[config.mk]
export PLATFORM = sky130hd
export DESIGN_NAME = amgc_config_regs
export DESIGN_NICKNAME = d
export VERILOG_FILES = /design/src/verilog/amgc_pkg.sv /design/src/verilog/amgc_config_regs.sv
export VERILOG_INCLUDE_DIRS = /design/src /design/src/verilog
export SDC_FILE = /design/constraint.sdc
export NUM_CORES = 1
export LEC_CHECK = 0
export BUFFER_PORTS_ARGS = -buffer_cell sky130_fd_sc_hd__buf_2
export CAP_MARGIN = 20
export CORE_ASPECT_RATIO = 0.6
export CORE_UTILIZATION = 56
export DETAILED_ROUTE_END_ITERATION = 12
export PLACE_DENSITY = 0.88
export SYNTH_ARGS = -nofsm -noshare
export SYNTH_HDL_FRONTEND = slang
export SYNTH_SLANG_ARGS = --single-unit
[constraint.sdc]
create_clock -name clock -period 2 [get_ports clock]
set_clock_uncertainty 0.15 [all_clocks]
set_input_delay 0.1 -clock clock [delete_from_list [all_inputs] [get_ports clock]]
set_output_delay 0.1 -clock clock [all_outputs]
set_load 0.1 [all_outputs]
[src/verilog/amgc_consts.svh]
`ifndef AMGC_CONSTS_SVH
`define AMGC_CONSTS_SVH

// ----------------------------------------
// Register offsets
// ----------------------------------------
`define AMGC_ADDR_AVG 8'h03
`define AMGC_ADDR_OPMODE 8'h04
`define AMGC_ADDR_FUNC 8'h05
`define AMGC_ADDR_DIR 8'h07
`define AMGC_ADDR_DRIVE 8'h09
`define AMGC_ADDR_LEVEL 8'h0B
`define AMGC_ADDR_READBACK 8'h0D

// ----------------------------------------
// Field positions and values
// ----------------------------------------
`define AMGC_AVG_MSB 2
`define AMGC_POLICY_BIT 7
`define AMGC_MODE_MSB 6
`define AMGC_MODE_LSB 5
`define AMGC_OSC_BIT 4
`define AMGC_DIV_MSB 3
`define AMGC_MODE_AUTO 2'h1
`define AMGC_RESET_BYTE 8'h00
`define AMGC_ZERO_BYTE 8'h00
`define AMGC_ONES_BYTE 8'hFF
`define AMGC_AVG_PAD 5'h00

`endif

[src/verilog/amgc_pkg.sv]
package amgc_pkg;

  typedef logic [7:0] amgc_byte_t;

  typedef enum logic [1:0] {
    AMGC_CONV_MANUAL = 2'b00,
    AMGC_CONV_AUTO = 2'b01,
    AMGC_CONV_RSVD2 = 2'b10,
    AMGC_CONV_RSVD3 = 2'b11
  } amgc_conv_e;

  // Configuration bank: writable registers plus pin synchronizers and read data
  typedef struct packed {
    logic [2:0] averagingCode;
    amgc_byte_t opMode;
    amgc_byte_t funcSel;
    amgc_byte_t dirSel;
    amgc_byte_t driveType;
    amgc_byte_t levelSet;
    amgc_byte_t pinSync1;
    amgc_byte_t pinSync2;
    amgc_byte_t readData;
  } amgc_state_s;

  // Per-channel pad controls
  typedef struct packed {
    amgc_byte_t padOut;
    amgc_byte_t padOe_b;
    amgc_byte_t analogSel;
  } amgc_pads_s;

endpackage : amgc_pkg

[src/verilog/amgc_config_regs.sv]
`timescale 1ns/1ps
`default_nettype none
`include "amgc_consts.svh"

module amgc_config_regs #(
  parameter int CHANNELS = 8
) (
  // Clock, reset, enable
  input wire logic clock,
  input wire logic rst_b,
  input wire logic clkEn,
  // Register port from the serial front end
  input wire logic regWrite,
  input wire logic regRead,
  input wire logic [7:0] regAddr,
  input wire logic [7:0] regWdata,
  output logic [7:0] regRdata,
  // System controls
  input wire logic force_all_analog,
  input wire logic input_crc_error_flag,
  input wire logic hostConvStart,
  input wire logic autoConvTick,
  // Controls to the converter core
  output logic convStart,
  output logic sequencingPaused,
  output logic [2:0] averaging_code,
  output logic oscillator_select,
  output logic [3:0] sampleDivider,
  output logic divEnable,
  // Pads
  input wire logic [CHANNELS-1:0] padIn,
  output logic [CHANNELS-1:0] padOut,
  output logic [CHANNELS-1:0] padOe_b,
  output logic [CHANNELS-1:0] analogSel
);

  // ----------------------------------------
  // State
  // ----------------------------------------
  amgc_pkg::amgc_state_s state_reg;
  amgc_pkg::amgc_state_s state_next;
  amgc_pkg::amgc_pads_s pads_reg;
  amgc_pkg::amgc_pads_s pads_next;

  amgc_pkg::amgc_conv_e convMode;
  logic crc_error_policy;
  logic errorHold;
  logic forceAnalog;
  logic [CHANNELS-1:0] gpioOut;
  logic [CHANNELS-1:0] driveLow;
  logic [CHANNELS-1:0] driveHigh;

  assign convMode = amgc_pkg::amgc_conv_e'(
    state_reg.opMode[`AMGC_MODE_MSB:`AMGC_MODE_LSB]);
  assign crc_error_policy = state_reg.opMode[`AMGC_POLICY_BIT];

  // ----------------------------------------
  // Error policy and override
  // ----------------------------------------
  // policy clear passes
  assign errorHold = crc_error_policy & input_crc_error_flag;
  assign forceAnalog = force_all_analog | errorHold;

  // ----------------------------------------
  // Per-channel pad logic
  // ----------------------------------------
  genvar ch;
  generate
    for (ch = 0; ch < CHANNELS; ch++) begin : gChan
      assign gpioOut[ch] = ~forceAnalog & state_reg.funcSel[ch] &
        state_reg.dirSel[ch];
      assign driveLow[ch] = gpioOut[ch] & ~state_reg.levelSet[ch];
      assign driveHigh[ch] = gpioOut[ch] & state_reg.levelSet[ch] &
        state_reg.driveType[ch];
    end
  endgenerate

  // ----------------------------------------
  // Next-state logic
  // ----------------------------------------
  always_comb begin
    state_next = state_reg;
    pads_next = pads_reg;
    state_next.pinSync1 = amgc_pkg::amgc_byte_t'(padIn);
    state_next.pinSync2 = state_reg.pinSync1;
    if (regWrite) begin
      case (regAddr)
        `AMGC_ADDR_AVG: begin
          state_next.averagingCode = regWdata[`AMGC_AVG_MSB:0];
        end
        `AMGC_ADDR_OPMODE: begin
          state_next.opMode = regWdata;
        end
        `AMGC_ADDR_FUNC: begin
          state_next.funcSel = regWdata;
        end
        `AMGC_ADDR_DIR: begin
          state_next.dirSel = regWdata;
        end
        `AMGC_ADDR_DRIVE: begin
          state_next.driveType = regWdata;
        end
        `AMGC_ADDR_LEVEL: begin
          state_next.levelSet = regWdata;
        end
        default: begin
        end
      endcase
    end
    if (regRead) begin
      case (regAddr)
        `AMGC_ADDR_AVG: begin
          state_next.readData = {`AMGC_AVG_PAD, state_reg.averagingCode};
        end
        `AMGC_ADDR_OPMODE: begin
          state_next.readData = state_reg.opMode;
        end
        `AMGC_ADDR_FUNC: begin
          state_next.readData = state_reg.funcSel;
        end
        `AMGC_ADDR_DIR: begin
          state_next.readData = state_reg.dirSel;
        end
        `AMGC_ADDR_DRIVE: begin
          state_next.readData = state_reg.driveType;
        end
        `AMGC_ADDR_LEVEL: begin
          state_next.readData = state_reg.levelSet;
        end
        `AMGC_ADDR_READBACK: begin
          state_next.readData = state_reg.pinSync2;
        end
        default: begin
          state_next.readData = `AMGC_ZERO_BYTE;
        end
      endcase
    end
    pads_next.padOut = amgc_pkg::amgc_byte_t'(driveHigh);
    pads_next.padOe_b = amgc_pkg::amgc_byte_t'(~(driveLow | driveHigh));
    pads_next.analogSel = forceAnalog ? `AMGC_ONES_BYTE : ~state_reg.funcSel;
  end

  // ----------------------------------------
  // Registers
  // ----------------------------------------
  always_ff @(posedge clock) begin
    if (!rst_b) begin
      state_reg <= '0;
      pads_reg.padOut <= `AMGC_RESET_BYTE;
      pads_reg.padOe_b <= `AMGC_ONES_BYTE;
      pads_reg.analogSel <= `AMGC_ONES_BYTE;
    end else if (clkEn) begin
      state_reg <= state_next;
      pads_reg <= pads_next;
    end
  end

  // ----------------------------------------
  // Outputs
  // ----------------------------------------
  assign regRdata = state_reg.readData;
  assign averaging_code = state_reg.averagingCode;
  assign oscillator_select = state_reg.opMode[`AMGC_OSC_BIT];
  assign sampleDivider = state_reg.opMode[`AMGC_DIV_MSB:0];
  assign divEnable = (convMode == amgc_pkg::AMGC_CONV_AUTO);
  assign sequencingPaused = errorHold;
  assign convStart = ~errorHold & clkEn & (
    ((convMode == amgc_pkg::AMGC_CONV_MANUAL) & hostConvStart) |
    ((convMode == amgc_pkg::AMGC_CONV_AUTO) & autoConvTick));
  assign padOut = pads_reg.padOut[CHANNELS-1:0];
  assign padOe_b = pads_reg.padOe_b[CHANNELS-1:0];
  assign analogSel = pads_reg.analogSel[CHANNELS-1:0];

endmodule : amgc_config_regs
`default_nettype wire

# Word-level counts from Yosys, hierarchy flattened
# Index checks and enable logic that the tools add are counted.
# classes
n_mux,2
bitwise_logic,60
reduce_logical,8
n_eq_ne,8
# ops
cell,count
$pmux W8 S7,1
$and A1 B1 Y1,45
$eq A8 B3 Y1 const B,3
$eq A8 B4 Y1 const B,3
$reduce_and A3 Y1,6
$not A8 Y8,2
$not A1 Y1,10
$eq A8 B2 Y1 const B,1
$mux W8,1
$or A8 B8 Y8,1
$eq A2 B1 Y1 const B,1
$logic_not A2 Y1,1
$or A1 B1 Y1,2
$reduce_and A2 Y1,1
# word_totals
in_bits,33
output_inout_bits,43
reg_bits,91
wordCells,90

# Depth between registers and ports, before layout
# Gate-level depths: netlist (run 1).
# depth
ltp_word,9
depth_mapped,8

# Worst setup path after synthesis (run 1)
# OpenSTA, ideal clock, no wires.
# synth_timing
kind,register to output
start,reg state_reg (netlist bit crc_error_policy)
end,out convStart
t_arrival_ns,4.053
required_time_ns,1.750
setup_slack_ns,-2.303
n_path_buf,0
stages_incl_launch_ff,3
path_cell_list,dfxtp_1 and2_1 nor4b_1
# synth_via
elab_chain_len,4
# synth_lines
element,line,text
"start, declared",amgc_config_regs.sv:40,amgc_pkg::amgc_state_s state_reg;
"start signal, assigned",amgc_config_regs.sv:153,state_reg <= state_next;
$and A1 B1 Y1,amgc_config_regs.sv:61,assign errorHold = crc_error_policy & input_crc_error_flag;
net sequencingPaused,amgc_config_regs.sv:25,"output logic sequencingPaused,"
$not A1 Y1,amgc_config_regs.sv:167,assign convStart = ~errorHold & clkEn & (
$and A1 B1 Y1 (2 in series),amgc_config_regs.sv:167,
"end, declared",amgc_config_regs.sv:24,"output logic convStart,"
# The timed path passes the listed nets, and every way through them passes these cells.

# Worst setup path in the final report (run 1)
# layout_timing
start,in regAddr[5]
end,reg state_reg (netlist bit regRdata[1])
# layout_via
elab_chain_len,2
# layout_lines
element,line,text
"start, declared",amgc_config_regs.sv:15,"input wire logic [7:0] regAddr,"
"$eq A8 B4 Y1, or another cell as far along",amgc_config_regs.sv:111,case (regAddr)
$pmux W8 S7 *,amgc_config_regs.sv:111,
# Mark *: on every way between the ends. The rest lies on a longest branch, timed or not.
# A chain may end at the register's enable or synchronous reset.

==> flow_metrics.tcl, run 1 <==
set metrics [dict create \
    status "finished, final reports clean" \
    synth_top_cell_area_share 0.433 \
    synth_edf_count 0 \
    worst_pin_slew_ns 0.492 \
    synthCells 454 \
    hold_viol_final 0 \
    crit_path_start_kind "input pin" \
    cts-buffers-inserted 9 \
    clk_latency_ns 0.34 \
    cts_tree "built" \
    via_count 3587 \
    grt_pass1_vias 3495 \
    path_clk_slew_ns 0.06 \
    fin_crit_ns 1.67 \
    synthTopCellsByArea "dfxtp_1 (43%), mux2i_1 (15%), nor2b_1 (8.5%)" \
    synth_area_um2 4210 \
    dieArea_um2 7880 \
    ys_ff_latch 91 \
    dpl-instance-area_um2 4700 \
    slowest_stage "or4_4" \
    routed_wl_mm 10.7 \
    synth.avg_cell_area_um2 9.27 \
    port_buffers 75 \
    fmax_ghz 0.599 \
    ff2ff_setup_slack_ns 0.50 \
    die_height_um 69.2 \
    grt_max_degree 69 \
    cts_root_buffer "clkbuf_16" \
    viasPerCell 5.60 \
    crit_path_end_kind "register" \
    crit_type "in2reg" \
    fin_crit_sh 0.835 \
    gr-total-overflow 0 \
    ys_seq_area_frac 0.433 \
    crit_fanout 6 \
    drc 0 \
    gp_congestion 0.860 \
    rows 24 \
    reg2regPathDepth 5 \
    p_per_area_nw_per_um2 746 \
    final_max_slew_viol_count 0 \
    crit_chain "buf_2, or4_4, nor3_1, nor2b_1, nand4_1, a21boi_0" \
    antenna_left 0 \
    die_w_um 114 \
    p_leak_nw 2.09 \
    cts.sinks 91 \
    cap_viol_max_count 0 \
    tns_ns 0 \
    start_util 0.579 \
    hold_class "in2reg" \
    p_total_mw 3.86 \
    fillerInstances 570 \
    fp.coreArea_um2 7270 \
    io_pins 76 \
    setup_viol 0 \
    routedWlPerCell_um 16.7 \
    antenna_found_initial 0 \
    critPathMaxStageDelay_ns 0.59 \
    syn_nets 487 \
    grt_pass1_wl_mm 17.5 \
    grt_usage 0.289 \
    drtPass1Iterations 5 \
    rsz0062_at_grt "no" \
    worstReg2RegStart "crc_error_policy" \
    synth_top_flop_cell "dfxtp_1" \
    critPathArrivalTime_ns 1.79 \
    diodes 0 \
    drtIter0Drc 176 \
    crit_path_end "regRdata[1]" \
    finalNetCount 565 \
    r2r-end "padOut[0]" \
    synth.distinct_cells 39 \
    yosysWarningCount 0 \
    ir_drop_mv 0.597 \
    synthArstFlopShare 0 \
    final_cell_mix "dfxtp_1 (91), buf_2 (74), mux2i_1 (61)" \
    final_common_cell "dfxtp_1" \
    largest_reg_flops 40 \
    slew_headroom 0.674 \
    yosysTopAreaCell "dfxtp_1" \
    hpwl_mm 7.44 \
    cts_setup_buffers 0 \
    cts.path.max_buffers 2 \
    cp.required_ns 2.12 \
    critPathLaunch "regAddr[5]" \
    layout-drive-gt1-share 0.223 \
    htreeDepth 3 \
    area_delta_synth_final_pct 22.8 \
    final_area_um2 5170 \
]
[stage by stage]
step / util / setup WS, ns / hold WS, ns / instances
final: 0.712 / 0.330 / 0.0546 / 641
after global routing: 0.712 / 0.262 / 0.0602 / 641
after CTS: 0.712 / 0.336 / 0.0418 / 641
after detailed placement: 0.647 / 0.0646 / 0.217 / 609
after global placement: 0.647 / 0.0430 / 0.208 / 609
after floorplan: - / 0.0303 / 0.0892 / 454
[cells by family (layout without fill, tap and decap cells)]
logic type / Yosys count / after routing / synth area share
DFF: 91 / 91 / 0.433
AOI/OAI and AO/OA: 66 / 66 / 0.104
and+or+nand+nor: 187 / 187 / 0.250
muxes: 66 / 66 / 0.158
buffers and inverters: 44 / 127 / 0.0553
[cell type report]
class                   count  area, um^2  area share
clock inverters             1        30.0     0.00581
multi-input cells         319        2170       0.420
well taps                 104         130      0.0252
repair buffers            111         738       0.143
clock buffers              15         278      0.0537
flip-flops and latches     91        1820       0.352
[cell usage after synthesis (all sizes together) (3+ instances only)]
master,n
a21boi,18
a21oi,3
a221o,3
a22oi,6
and2,4
and3,9
buf,20
clkbuf,24
dfxtp,91
mux2,5
mux2i,61
nand2,51
nand2b,19
nand3,19
nand4,12
nor2,5
nor2b,57
nor3,4
o211ai,3
o21ai,25
o22ai,3
[layer usage]
metal	wire length (um)	vias up	part of all wire	track usage
met5	0	-	0	0
met4	138	0	0.013	0.0938
met3	856	17	0.080	0.0888
met2	4840	136	0.45	0.454
met1	4860	1711	0.45	0.380
li1	-	1723	-	-
[power breakdown]
part,leakage (nW),internal [mW],switching [mW],total (mW)
combinational,1.21,0.127,0.154,0.281
sequential,0.736,1.83,0.00874,1.84
clock,0.150,1.07,0.666,1.74
total,2.09,3.03,0.829,3.86
[critical path: cells and delay by family]
family	cells	cell delay [ns]
AO/OA/AOI/OAI	1	0.20
buffers and inverters	1	0.10
AND/OR/NAND/NOR	4	1.38
[how the worst min path moves through the flow]
stage,start,to,cells after the start
2_1_floorplan,regWdata[1],state_reg[41],2
6_report,rst_b,padOe_b[6],3
4_1_cts,rst_b,analogSel[6],3
5_1_grt,rst_b,analogSel[3],3
3_5_place_dp,padIn[3],state_next[11],3
3_3_place_gp,padIn[4],state_next[12],3
[what timing repair did]
item | CTS | global route
gates resized for setup | 0 | 0
hold buffers | 16 | 0
endpoints found under the hold margin | 36 | 0
setup endpoints to repair | 0 | 0
Note: power is estimated with default switching activity, not from simulation.
==> run 2: changes to the inputs <==
==> constraint.sdc (replaced) <==
create_clock -name clock -period 1.59 [get_ports clock]
set_clock_uncertainty 0.15 [all_clocks]
set_input_delay 0.0795 -clock clock [delete_from_list [all_inputs] [get_ports clock]]
set_output_delay 0.0795 -clock clock [all_outputs]
set_load 0.1 [all_outputs]
==> flow_metrics.tcl, run 2 (same netlist as run 1, synthesis figures left out) <==
set metrics [dict create \
    status "complete, but fails checks" \
    violations "setup timing" \
    hpwl_mm 8.13 \
    drc 0 \
    fillerInstances 567 \
    cap_viol_max_count 0 \
    routedWlPerCell_um 17.5 \
    fin_crit_sh 1.00 \
    routed_wl_mm 11.5 \
    area_delta_synth_final_pct 27.2 \
    io_pins 76 \
    slew_headroom 0.673 \
    dieArea_um2 7880 \
    fin_crit_ns 1.59 \
    critPathMaxStageDelay_ns 0.34 \
    rsz0062_at_grt "yes" \
    drtPass1Iterations 5 \
    final_max_slew_viol_count 0 \
    hold_ws_ns 0.0139 \
    r2r-end "padOut[7]" \
    viasPerCell 5.61 \
    p_comb_frac 0.084 \
    cts_tree "built" \
    holdPathEnd "analogSel[6]" \
    crit_fanout 4 \
    ff2ff_setup_slack_ns 0.11 \
    switching_share 0.232 \
    setup_viol 1 \
    ir_drop_mv 1.04 \
    critPathBufInv 1 \
    hold_viol_final 0 \
    cts_root_buffer "clkbuf_16" \
    antenna_left 0 \
    via_count 3692 \
    worst_pin_slew_ns 0.493 \
    diodes 0 \
    hold_class "in2reg" \
    tns_ns -0.00111 \
    reg2regPathDepth 5 \
    fmax_ghz 0.628 \
    start_util 0.579 \
    die_height_um 69.2 \
    fp.coreArea_um2 7270 \
    p_clk_frac 0.426 \
    p_total_mw 4.71 \
    hold_start "rst_b" \
    p_switching_mw 1.09 \
    finalNetCount 582 \
    holdPathStages 3 \
    p_leak_nw 2.17 \
    grt_pass1_wl_mm 18.4 \
    gr-total-overflow 0 \
    htreeDepth 3 \
    setup_ws_ns -0.00111 \
    cp.required_ns 1.36 \
    p_int_mw 3.62 \
    path_clk_slew_ns 0.06 \
    final_common_cell "dfxtp_1" \
    utilization 0.737 \
    port_buffers 75 \
    cts.sinks 91 \
    worstReg2RegStart "crc_error_policy" \
    grt_max_degree 55 \
    final_cell_mix "dfxtp_1 (88), buf_2 (74), mux2i_1 (61)" \
    grt_pass1_vias 3596 \
    rows 24 \
    cts-buffers-inserted 9 \
    clk_latency_ns 0.34 \
    grt_usage 0.308 \
    drtIter0Drc 322 \
    gp_congestion 0.937 \
    cp_top_family "simple AND/OR/NAND/NOR gates" \
    p_per_area_nw_per_um2 880 \
    antenna_found_initial 0 \
    seq_power_share 0.490 \
    layout-drive-gt1-share 0.273 \
    pre_cts_ws_ns -0.339 \
    crit_chain "and2_4, nor4b_4, buf_12" \
    cts.path.max_buffers 2 \
    slowest_stage "dfxtp_2" \
    crit_path_end_kind "primary output" \
    crit_type "reg2out" \
    die_w_um 114 \
    largest_reg_flops 40 \
    crit_path_start_kind "register" \
    critPathArrivalTime_ns 1.36 \
]
[run 2: cell types whose count changed in the layout (fill, tap and decap cells not counted), sizes merged]
cell	delta
clkinv	+2
clkbuf	-3
bufinv	-1
buf	+17
clkinvlp	+2
[run 2: timing repair]
action | CTS | global route
gates cloned | 0 | 0
pin swaps | 0 | 4
resized for setup | 2 | 5
endpoints found under the hold margin | 46 | 0
setup endpoints to repair | 1 | 14
hold buffers | 16 | 0
setup buffers | 0 | 3
[run 2: per-layer routing]
metal / up-vias / GRT usage / wire length [um]
li1: 1762 / - / -
met3: 19 / 0.106 / 864
met1: 1742 / 0.412 / 5320
met2: 169 / 0.481 / 5190
met5: - / 0 / 0
met4: 0 / 0.0707 / 145
[run 2: layout make-up]
class	count	area, um^2	area share
Clock buffer	12	256	0.0479
Clock inverter	4	25.0	0.00467
Multi-Input combinational cell	319	2240	0.419
Sequential cell	91	1830	0.341
Tap cell	104	130	0.0243
Timing Repair Buffer	128	873	0.163
[run 2: power by group through the flow]
stage	clock network (mW)	registers (mW)	logic [mW]
after floorplan	0	2.36	0.208
after global placement	0	2.36	0.348
after detailed placement	0	2.36	0.352
after CTS	2.02	2.31	0.383
after global routing	2.11	2.31	0.421
final	2.01	2.31	0.394
[run 2: worst min-delay path, cell delays in order]
cell and delay, ns:
buf_2 0.13, buf_4 0.19, nand2_1 0.07
[run 2: worst max path at each step]
stage                          start                 to  slack (ns)  cells after the start
floorplan           crc_error_policy          convStart       -0.33                      2
detailed placement        regAddr[5]  averaging_code[0]       -0.34                      7
global placement          regAddr[5]  averaging_code[2]       -0.30                      7
finish              crc_error_policy          convStart      -0.001                      3
CTS                 crc_error_policy          convStart      -0.009                      3
global route              regAddr[6]      state_reg[54]        -0.1                      7
[run 2: metrics by stage]
stage | instance area [um^2] | instances
3_5_place_dp | 4880 | 623
6_report | 5360 | 658
3_3_place_gp | 4880 | 623
5_1_grt | 5360 | 658
2_1_floorplan | 4310 | 454
4_1_cts | 5320 | 655
